### config.mk
export PLATFORM = sky130hd
export DESIGN_NAME = cbr_board
export DESIGN_NICKNAME = d
export VERILOG_FILES = /design/src/hw/cbr_pkg.sv /design/src/hw/cbr_board.sv
export SDC_FILE = /design/constraint.sdc
export NUM_CORES = 1
export LEC_CHECK = 0
export ABC_AREA = 1
export BUFFER_PORTS_ARGS = -buffer_cell sky130_fd_sc_hd__buf_2
export CAP_MARGIN = 20
export CORE_MARGIN = 2
export CORE_UTILIZATION = 38
export CTS_CLUSTER_DIAMETER = 80
export DETAILED_ROUTE_END_ITERATION = 8
export PLACE_DENSITY = 0.62
export SLEW_MARGIN = 25
export SYNTH_ARGS = -nofsm -noshare
export SYNTH_HDL_FRONTEND = slang
export SYNTH_SLANG_ARGS = --single-unit
### constraint.sdc
create_clock -name clk_sys -period 2 [get_ports clk_sys]
set_clock_uncertainty 0.1 [all_clocks]
set_input_delay 0.4 -clock clk_sys [delete_from_list [all_inputs] [get_ports clk_sys]]
set_output_delay 0.4 -clock clk_sys [all_outputs]
set_load 0.01 [all_outputs]
### src/hw/cbr_pkg.sv
// cpu board restart, reset and timing support: shared constants and carriers
// assumes a 50 MHz system clock and a byte-wide processor io/memory bus
package cbr_pkg;

  // ==========================================================
  // clock and timing
  localparam int CLK_HZ = 50_000_000;
  localparam int MOTOR_ON_DELAY_MS = 1000;
  localparam int TICK_US = 1000;
  localparam int TICK_CYCLES = CLK_HZ / 1_000_000 * TICK_US;
  localparam int MS_PER_SEC = 1000;
  localparam int OFF_128_S = 128;
  localparam int OFF_64_S = 64;
  localparam int OFF_32_S = 32;

  // ==========================================================
  // memory map
  localparam logic [15:0] PROM_BASE = 16'hF800;
  localparam int PROM_BYTES = 2048;
  localparam int PROM_AW = 11;
  localparam logic [7:0] RAM_ON_PORT = 8'hD0;
  localparam logic [3:0] RAM_ON_PORT_HI = 4'hD;
  localparam logic [3:0] FDC_PORT_HI = 4'h8;

  // ==========================================================
  // clock divider taps (16 MHz master)
  localparam int DIV_8M = 0;
  localparam int DIV_4M = 1;
  localparam int DIV_1M = 3;
  localparam int DIV_500K = 4;

  // jumper selection, one-hot, pin pair order 5-6, 3-4, 1-2
  localparam logic [2:0] SEL_128 = 3'b100;
  localparam logic [2:0] SEL_64 = 3'b010;
  localparam logic [2:0] SEL_32 = 3'b001;

  typedef enum logic [1:0] {
    CBR_MAP_RESTART,
    CBR_MAP_RAM_PROM,
    CBR_MAP_RAM_ONLY
  } cbr_map_e;

  // processor bus cycle carrier
  typedef struct packed {
    logic mem_rd;
    logic io_wr;
    logic io_rd;
    logic [15:0] addr;
    logic [7:0] wdata;
  } cbr_bus_s;

  // reset distribution carrier
  typedef struct packed {
    logic cpu;
    logic video;
    logic fdc;
    logic apu;
  } cbr_rst_s;

endpackage : cbr_pkg

### src/hw/cbr_board.sv
// cpu board restart overlay, reset fan-out, clock divider and disk motor timer
// assumes bus strobes are one-cycle pulses synchronous to clk_sys
`timescale 1ns/1ps

module cbr_board
  import cbr_pkg::*;
#(
  parameter int MOTOR_ON_MS = MOTOR_ON_DELAY_MS, // motor spin-up, milliseconds
  parameter int TICK_CLKS = TICK_CYCLES,         // cycles per millisecond tick
  parameter int BAUD_W = 8                       // baud divisor width
) (
  input wire logic clk_sys,                // 50 MHz system clock
  input wire logic srst,                   // power-on reset, active high
  input wire logic board_reset_button,     // push button, active high
  input wire logic kbd_reset_req,          // keyboard reset via video side
  input wire logic power_fail,             // power detector, active high
  input wire logic sw_fdc_reset,           // software fdc reset bit
  input wire logic sw_apu_reset,           // software apu reset bit
  input wire cbr_bus_s bus,                // processor bus cycle
  input wire logic prom_remove,            // software request for 65K ram map
  input wire logic [BAUD_W-1:0] list_baud, // list port divisor load value
  input wire logic list_baud_wr,           // list divisor strobe
  input wire logic clk_osc16,              // 16 MHz master, sampled level
  input wire logic clk_baud,               // 4.9152 MHz baud crystal, sampled level
  input wire logic head_load_req,          // controller head load command
  input wire logic [2:0] motor_off_delay_select, // jumper pairs 5-6,3-4,1-2
  output cbr_rst_s rst_out,                // distributed resets
  output logic ram_en,                     // ram answers this read
  output logic prom_en,                    // prom answers this read
  output logic [PROM_AW-1:0] prom_addr,    // prom byte index
  output logic [BAUD_W-1:0] modem_baud,    // modem divisor setting
  output logic [3:0] sys_clks,             // 8,4,1,0.5 MHz taps
  output logic cpu_clk,                    // processor clock
  output logic modem_baud_clk,             // modem baud tick
  output logic list_baud_clk,              // list baud tick
  output logic head_load,                  // head load to drive
  output logic motor_on,                   // drive motor enable
  output logic drive_sel_en                // drives may be selected
);

  // ==========================================================
  // reset distribution
  cbr_rst_s rst_r, rst_nxt;
  logic main_rst;

  // power fail is the same path as the button
  always_comb begin
    main_rst = srst | board_reset_button | power_fail | kbd_reset_req;
    rst_nxt.cpu = main_rst;
    rst_nxt.video = srst | board_reset_button | power_fail;
    rst_nxt.fdc = main_rst | sw_fdc_reset;
    rst_nxt.apu = main_rst | sw_apu_reset;
  end

  // registered fan-out; srst feeds every branch, so no reset term is needed here
  always_ff @(posedge clk_sys) begin
    rst_r <= rst_nxt;
  end
  // resets leave straight from the registers, one cycle after their cause
  assign rst_out = rst_r;

  // ==========================================================
  // memory map overlay
  cbr_map_e map_r, map_nxt;
  logic [BAUD_W-1:0] modem_baud_r, modem_baud_nxt;
  logic ram_en_r, ram_en_nxt, prom_en_r, prom_en_nxt;
  logic [PROM_AW-1:0] prom_addr_r, prom_addr_nxt;
  logic ram_on_wr, in_prom;

  // write to the D0H block both enables ram and latches the modem baud
  always_comb begin
    ram_on_wr = bus.io_wr && (bus.addr[7:4] == RAM_ON_PORT_HI);
    in_prom = bus.addr >= PROM_BASE;
    map_nxt = map_r;
    modem_baud_nxt = modem_baud_r;
    if (ram_on_wr) begin
      modem_baud_nxt = bus.wdata[BAUD_W-1:0];
      if (map_r == CBR_MAP_RESTART) begin
        map_nxt = CBR_MAP_RAM_PROM;
      end
    end
    if (prom_remove && map_nxt != CBR_MAP_RESTART) begin
      map_nxt = CBR_MAP_RAM_ONLY;
    end
    if (main_rst) begin
      map_nxt = CBR_MAP_RESTART;
    end
    ram_en_nxt = 1'b0;
    prom_en_nxt = 1'b0;
    case (map_r)
      CBR_MAP_RESTART: prom_en_nxt = bus.mem_rd;
      CBR_MAP_RAM_PROM: begin
        prom_en_nxt = bus.mem_rd && in_prom;
        ram_en_nxt = bus.mem_rd && !in_prom;
      end
      CBR_MAP_RAM_ONLY: ram_en_nxt = bus.mem_rd;
      default: prom_en_nxt = bus.mem_rd;
    endcase
    // prom image mirrors through the map in restart mode
    prom_addr_nxt = bus.addr[PROM_AW-1:0];
  end

  // map state and read selects; selects lag the strobe by one cycle
  always_ff @(posedge clk_sys) begin
    if (srst) begin
      map_r <= CBR_MAP_RESTART;
      modem_baud_r <= '0;
      ram_en_r <= 1'b0;
      prom_en_r <= 1'b0;
      prom_addr_r <= '0;
    end else begin
      map_r <= map_nxt;
      modem_baud_r <= modem_baud_nxt;
      ram_en_r <= ram_en_nxt;
      prom_en_r <= prom_en_nxt;
      prom_addr_r <= prom_addr_nxt;
    end
  end
  // select outputs come straight from the registers
  assign ram_en = ram_en_r;
  assign prom_en = prom_en_r;
  assign prom_addr = prom_addr_r;
  assign modem_baud = modem_baud_r;

  // ==========================================================
  // system clock divider on sampled 16 MHz edges
  logic osc_d_r, osc_d_nxt;
  logic [4:0] div_r, div_nxt;
  logic [3:0] taps_r, taps_nxt;

  // counting sampled rising edges; 16 MHz is only ~3x below clk_sys,
  // so output edges carry one-cycle jitter
  always_comb begin
    osc_d_nxt = clk_osc16;
    div_nxt = div_r;
    if (clk_osc16 && !osc_d_r) begin
      div_nxt = div_r + 5'd1;
    end
    taps_nxt = {div_r[DIV_500K], div_r[DIV_1M], div_r[DIV_4M], div_r[DIV_8M]};
  end

  // divider registers; edge memory starts at the oscillator idle level
  always_ff @(posedge clk_sys) begin
    if (srst) begin
      osc_d_r <= 1'b0;
      div_r <= '0;
      taps_r <= '0;
    end else begin
      osc_d_r <= osc_d_nxt;
      div_r <= div_nxt;
      taps_r <= taps_nxt;
    end
  end
  // tap order reversed so bit 3 carries the fastest clock
  assign sys_clks = {taps_r[0], taps_r[1], taps_r[2], taps_r[3]};
  assign cpu_clk = taps_r[1];

  // ==========================================================
  // baud dividers on sampled crystal edges
  logic xtal_d_r, xtal_d_nxt;
  logic [BAUD_W-1:0] list_div_r, list_div_nxt, mcnt_r, mcnt_nxt, lcnt_r, lcnt_nxt;
  logic mclk_r, mclk_nxt, lclk_r, lclk_nxt, xtal_rise;

  // each divider toggles its output when its count reaches the divisor
  always_comb begin
    xtal_d_nxt = clk_baud;
    xtal_rise = clk_baud && !xtal_d_r;
    list_div_nxt = list_baud_wr ? list_baud : list_div_r;
    mcnt_nxt = mcnt_r;
    lcnt_nxt = lcnt_r;
    mclk_nxt = mclk_r;
    lclk_nxt = lclk_r;
    if (xtal_rise) begin
      if (mcnt_r >= modem_baud_r) begin
        mcnt_nxt = '0;
        mclk_nxt = !mclk_r;
      end else begin
        mcnt_nxt = mcnt_r + 1'b1;
      end
      if (lcnt_r >= list_div_r) begin
        lcnt_nxt = '0;
        lclk_nxt = !lclk_r;
      end else begin
        lcnt_nxt = lcnt_r + 1'b1;
      end
    end
  end

  // baud divider registers; divisors keep their value until the next load
  always_ff @(posedge clk_sys) begin
    if (srst) begin
      xtal_d_r <= 1'b0;
      list_div_r <= '0;
      mcnt_r <= '0;
      lcnt_r <= '0;
      mclk_r <= 1'b0;
      lclk_r <= 1'b0;
    end else begin
      xtal_d_r <= xtal_d_nxt;
      list_div_r <= list_div_nxt;
      mcnt_r <= mcnt_nxt;
      lcnt_r <= lcnt_nxt;
      mclk_r <= mclk_nxt;
      lclk_r <= lclk_nxt;
    end
  end
  // a divisor change takes effect at once: the next crystal rise compares the count against the new value
  assign modem_baud_clk = mclk_r;
  assign list_baud_clk = lclk_r;

  // ==========================================================
  // disk motor timer, millisecond tick shared by both delays
  localparam int TW = $clog2(TICK_CLKS + 1);
  localparam int MSW = 18; // holds 128 s in ms
  logic [TW-1:0] tick_cnt_r, tick_cnt_nxt;
  logic [MSW-1:0] idle_ms_r, idle_ms_nxt, spin_ms_r, spin_ms_nxt, off_ms;
  logic motor_r, motor_nxt, hl_r, hl_nxt, tick, fdc_acc, off_en;

  // jumper decode; all open leaves the motor running forever
  always_comb begin
    off_en = 1'b1;
    case (motor_off_delay_select)
      SEL_128: off_ms = MSW'(OFF_128_S * MS_PER_SEC);
      SEL_64: off_ms = MSW'(OFF_64_S * MS_PER_SEC);
      SEL_32: off_ms = MSW'(OFF_32_S * MS_PER_SEC);
      default: begin
        off_ms = '0;
        off_en = 1'b0;
      end
    endcase
  end

  // head load waits out spin-up when the motor starts from off or reaches its idle turn-off
  always_comb begin
    fdc_acc = (bus.io_wr || bus.io_rd) && (bus.addr[7:4] == FDC_PORT_HI);
    tick = (tick_cnt_r == TW'(TICK_CLKS - 1));
    tick_cnt_nxt = tick ? '0 : tick_cnt_r + 1'b1;
    motor_nxt = motor_r;
    idle_ms_nxt = idle_ms_r;
    spin_ms_nxt = spin_ms_r;
    if (tick && motor_r && idle_ms_r != '1) begin
      idle_ms_nxt = idle_ms_r + 1'b1;
    end
    if (tick && motor_r && spin_ms_r < MSW'(MOTOR_ON_MS)) begin
      spin_ms_nxt = spin_ms_r + 1'b1;
    end
    if (motor_r && off_en && idle_ms_r >= off_ms) begin
      motor_nxt = 1'b0;
      spin_ms_nxt = '0;
    end
    if (fdc_acc || head_load_req) begin
      idle_ms_nxt = '0;
      motor_nxt = 1'b1;
      if (!motor_r) begin
        spin_ms_nxt = '0;
      end
    end
    hl_nxt = head_load_req && motor_r && spin_ms_r >= MSW'(MOTOR_ON_MS);
    if (rst_r.fdc) begin
      motor_nxt = 1'b0;
      idle_ms_nxt = '0;
      spin_ms_nxt = '0;
      hl_nxt = 1'b0;
    end
  end

  // timer registers; idle count saturates rather than wrapping back to zero
  // so a never-off jumper setting cannot turn into a late turn-off
  always_ff @(posedge clk_sys) begin
    if (srst) begin
      tick_cnt_r <= '0;
      idle_ms_r <= '0;
      spin_ms_r <= '0;
      motor_r <= 1'b0;
      hl_r <= 1'b0;
    end else begin
      tick_cnt_r <= tick_cnt_nxt;
      idle_ms_r <= idle_ms_nxt;
      spin_ms_r <= spin_ms_nxt;
      motor_r <= motor_nxt;
      hl_r <= hl_nxt;
    end
  end
  // motor and drive select share one register, so they always move together
  assign motor_on = motor_r;
  assign drive_sel_en = motor_r;
  assign head_load = hl_r;

endmodule : cbr_board

# After elaboration in Yosys (flattened, before gate mapping)

Cells that the tools add are included.

Input bits: 50
Output and inout port bits: 35
Register bits after elaboration: 118
Logic and storage cells: 97

Eq/ne operators: 9
Reduce and logical (&&, ||, !) cells: 32
Bitwise gates (word level): 5
$add $sub $neg: 6
Muxes and demuxes: 15
$lt $le $gt $ge: 6

Operators by type and width:

| cell                  | count |
|---|---|
| $mux 18               | 4 |
| $pmux 17 s3           | 1 |
| $add 18x1->18 const B | 2 |
| $ge 18x10->1 const B  | 1 |
| $ge 18x18->1          | 1 |
| $lt 18x10->1 const B  | 1 |
| $ne 18x18->1 const B  | 1 |
| $add 16x1->16 const B | 1 |
| $add 8x1->8 const B   | 2 |
| $eq 16x16->1 const B  | 1 |
| $ge 16x16->1 const B  | 1 |
| $ge 8x8->1            | 2 |
| $mux 8                | 2 |
| $logic_and 1x1->1     | 14 |
| $reduce_or 3->1       | 3 |
| $eq 4x4->1 const B    | 2 |
| $mux 2                | 3 |
| $reduce_or 2->1       | 3 |
| $add 5x1->5 const B   | 1 |
| $logic_not 1->1       | 5 |
| $or 1x1->1            | 5 |
| $pmux 1 s2            | 2 |
| $reduce_and 2->1      | 2 |
| $reduce_bool 2->1     | 2 |
| 8 further kinds       | 11 |

# Logic depth before layout (Yosys ltp)

Word-level depth: 8
Mapped depth: 17

# Least setup slack after synthesis

OpenSTA, ideal clock, no wires.

Path kind: input port to flip-flop
Start point: input motor_off_delay_select[0]
End point: register spin_ms_r[0]
Buffers on the path: 1
Arrival time: 1843 ps
Path slack: -59 ps
Setup time: 116 ps
Stages on the path: 17
Cells stage by stage: inv_1 nand3_1 nand2_1 inv_1 nand2_1 inv_1 ha_1 nand2_1 inv_1 nand2_1 a21oi_1 nor2_1 nand2_1 nand2_1 nand2_2 buf_2 nor2_1

Longest elaborated chain between the ends: 8
Elaborated cells between the ends (all ways): 12

Ends and longest elaborated chain:

| what                                                 | RTL line         | source |
|---|---|---|
| from (decl)                                          | cbr_board.sv:26  | `input wire logic [2:0] motor_off_delay_select,` |
| branches (longest 4 deep; another with $ge 18x18->1) | n/a              |  |
| $logic_and 1x1->1 (*)                                | cbr_board.sv:247 | `if (motor_r && off_en && idle_ms_r >= off_ms) begin` |
| $mux 18 (*)                                          | cbr_board.sv:247 |  |
| $mux 18                                              | cbr_board.sv:254 | `if (!motor_r) begin` |
| $mux 18 (*)                                          | cbr_board.sv:251 | `if (fdc_acc \|\| head_load_req) begin` |
| to (signal assigned)                                 | cbr_board.sv:279 | `spin_ms_r <= spin_ms_nxt;` |
| to (decl)                                            | cbr_board.sv:216 | `logic [MSW-1:0] idle_ms_r, idle_ms_nxt, spin_ms_r, spin_ms_nxt, off_ms;` |

Every way passes the cells marked *.
A chain may end at the register's enable or synchronous reset.

# Worst setup path after layout

Start point: register idle_ms_r[1]
End point: register idle_ms_r[14]

Longest elaborated chain between the ends: 2
Elaborated cells between the ends (all ways): 3

Ends and longest elaborated chain:

| what                                                  | RTL line         | source |
|---|---|---|
| from (decl)                                           | cbr_board.sv:216 |  |
| from (signal assigned)                                | cbr_board.sv:278 | `idle_ms_r <= idle_ms_nxt;` |
| branches (longest 2 deep; another with $add 18x1->18) | n/a              |  |

Parallel ways; which one is timed is not known.

==> flow_metrics.tcl <==
set metrics [dict create \
    status "finished clean" \
    max_slew_margin_pct 68.3 \
    async_flop_share_pct 0 \
    dieArea_um2 16600 \
    grt_pass1_wl_um 21400 \
    finalHoldViolCount 0 \
    syn-instance-count 826 \
    dp_hpwl_um 9600 \
    rsz0062_at_grt "false" \
    route.met2.wl_um 5770 \
    num_vias 5216 \
    diodes 0 \
    path_max_fanout 18 \
    drv_slew 0 \
    cts_max_level 4 \
    place_ws_ps -186 \
    leakage_nw 3.14 \
    yosys.area.top_type_share_pct 40.0 \
    overflow 0 \
    grt_pass1_vias 4709 \
    synth_nets 913 \
    grt_max_degree 27 \
    synth_edf_count 0 \
    drc 0 \
    firstDrtPassIters 5 \
    maxCapViolCount 0 \
    clock_path_buffers 2 \
    ys_seq_elements 118 \
    setup_ws_ps 201 \
    nNetsFinal 1021 \
    synth.most_common_cell "nand2_1" \
    finalCritPeriodShare_pct 89.9 \
    hold_path_class "in -> reg" \
    crit_arrival_ps 2040 \
    cts_sinks 118 \
    dp_cells 1102 \
    cts_made_buffers 17 \
    clk_pin_slew_ps 60 \
    met3_length_um 508 \
    fillers 1523 \
    via_per_inst 4.60 \
    io_buffers 84 \
    syn_to_final_growth_pct 22.8 \
    ys.flop_type "dfxtp_1" \
    cts_tree "built" \
    grt_usage_pct 16.1 \
    required_ps 2240 \
    wl_met1_um 6530 \
    multi_input_area_um2 3020 \
    worst-setup-path-type "reg -> reg" \
    max_freq_mhz 556 \
    cp_num_buf_inv 1 \
    regToRegSetupSlack_ps 200 \
    combPwrFrac_pct 5.5 \
    whs_ps 72.6 \
    cpMostUsedCell "nand2_1" \
    num_rows 45 \
    die_x_um 129 \
    start_util_pct 38.9 \
    insertion_delay_ps 410 \
    cp_top_family "simple AND/OR/NAND/NOR gates" \
    seq_area_um2 2360 \
    ios 85 \
    start_kind "flop" \
    crit_path_cell_trace "ha_1 > nand2_1 > nor2_2 > nand2_2 > clkinv_2 > nand3_4 > nand2_4 > nand2_1 > a21oi_1" \
    die_h_um 129 \
    p_per_area_nw_per_um2 794 \
    syn_area_per_cell_um2 7.15 \
    p_sw_mw 1.34 \
    cpMaxStageDelayCell "dfxtp_1" \
    cts_root_buf "clkbuf_16" \
    peakVddDrop_mv 0.590 \
    synth-warning-count 0 \
    core_area_um2 15200 \
    final_core_util_pct 47.7 \
    drt.antenna.violating_nets 0 \
    synth_seq_area_share_pct 40.0 \
    setup_viol 0 \
    tightest_slew_ps 474 \
    antenna_found_initial 0 \
    hold_buffers 0 \
    switching_share_pct 23.4 \
    routed_wl_um 13000 \
    p_int_mw 4.41 \
    p_clk_share_pct 52.3 \
    drive_gt1_share_pct 18.0 \
    ys_types 36 \
    dr.max_layer_used "met4" \
    slowest_delay_ps 400 \
    yosys-top-cells-area "dfxtp_1 (40%), nand2_1 (11%), nor2_1 (8.5%), ha_1 (7.8%), inv_1 (7.6%)" \
    min_period_ps 1800 \
    fin_cells 1134 \
    syn-cell-area_um2 5910 \
    pwr-share-seq_pct 42.2 \
    wl_per_cell_um 11.4 \
    globalplace.congestion 0.802 \
    yosys.area.top_type "dfxtp_1" \
    crit_path_end_kind "flop" \
    synthTopCellsByCount "nand2_1 (166), nor2_1 (134), inv_1 (120)" \
    drt_iter0_drc 247 \
]
==> path summary, 6_finish.rpt <==
check / from / to / depth (start not counted)
worst max-delay path: idle_ms_r[1] / idle_ms_r[14] / 9
worst min-delay path: sw_fdc_reset / rst_out[1] / 2
worst max register to register: idle_ms_r[1] / idle_ms_r[14] / 9
worst min register to register: spin_ms_r[12] / spin_ms_r[12] / 2
==> worst register-to-register path, stage by stage, from the launching register on <==
cell      delay (ps)
dfxtp_1          400
ha_1             260
nand2_1          110
nor2_2           140
nand2_2          110
clkinv_2          80
nand3_4          110
nand2_4          210
nand2_1           90
a21oi_1          130
==> layout by cell type, fill, tap and decap left out, drive strengths merged <==
master / synthesis / layout
clkbuf: 6 / 18
xnor2: 7 / 7
nand4: 11 / 11
inv: 123 / 127
xor2: 20 / 20
a21oi: 60 / 60
nor3b: 1 / 1
a31oi: 1 / 1
clkinv: 1 / 5
nor2: 142 / 143
or2: 5 / 5
clkinvlp: 0 / 3
dfxtp: 118 / 118
nand3: 57 / 57
and3: 2 / 2
buf: 10 / 104
ha: 37 / 37
o211ai: 2 / 2
nand3b: 4 / 4
mux2i: 2 / 2
and2: 1 / 1
nor4: 2 / 2
bufinv: 0 / 2
o21ai: 26 / 26
nor3: 18 / 18
nand2: 170 / 170
==> registers in the layout, indices dropped and copies added (netlist names) <==
name	count
tick_cnt_r	16
idle_ms_r	18
prom_addr	11
lcnt_r	8
list_div_r	8
head_load	1
div_r	5
modem_baud	8
taps_r	4
ram_en	1
map_r	2
xtal_d_r	1
modem_baud_clk	1
prom_en	1
spin_ms_r	18
list_baud_clk	1
osc_d_r	1
drive_sel_en	1
mcnt_r	8
rst_out	4
==> per-stage QoR <==
stage	setup TNS (ps)	cell area, um2	total power, mW
6_report	0	7250	5.76
5_1_grt	0	7250	6.00
4_1_cts	0	7230	5.84
3_5_place_dp	-3240	6640	2.80
3_3_place_gp	-2670	6640	2.79
2_1_floorplan	0	5920	2.66
==> area by class of cell <==
cell class | instances | share of cell area [%]
Inverter | 124 | 6.43
Sequential cell | 118 | 32.6
Multi-Input combinational cell | 569 | 41.6
Timing Repair Buffer | 104 | 8.04
Tap cell | 188 | 3.24
Clock buffer | 18 | 6.05
Clock inverter | 13 | 2.05
==> layer usage <==
metal	track usage (%)	up-vias
met2	25.3	80
li1	-	2821
met3	4.28	13
met5	0	-
met1	21.2	2302
met4	6.01	0
==> power by group through the flow <==
stage                     combinational (mW)  clock [mW]  sequential, mW
after floorplan                        0.173           0            2.49
after global placement                 0.312           0            2.48
after detailed placement               0.319           0            2.48
after CTS                              0.321        3.09            2.43
after global routing                   0.362        3.20            2.43
final                                  0.316        3.01            2.43
==> cells by family (layout without fill, tap and decap cells) <==
group	Yosys count	in the layout	synth area share, %
buffers and inverters	140	259	9.44
AO/OA/AOI/OAI	89	89	8.22
flip-flops	118	118	40.0
multiplexers	2	2	0.339
adder cells (fa/ha/maj)	37	37	7.84
AND/OR/NAND/NOR	413	414	30.2
XOR/XNOR	27	27	4.00
==> timing repair <==
action,CTS,global route
endpoints found under the setup margin,0,13
buffers inserted,0,0
resized for setup,0,4
(Power assumes the default switching activity.)
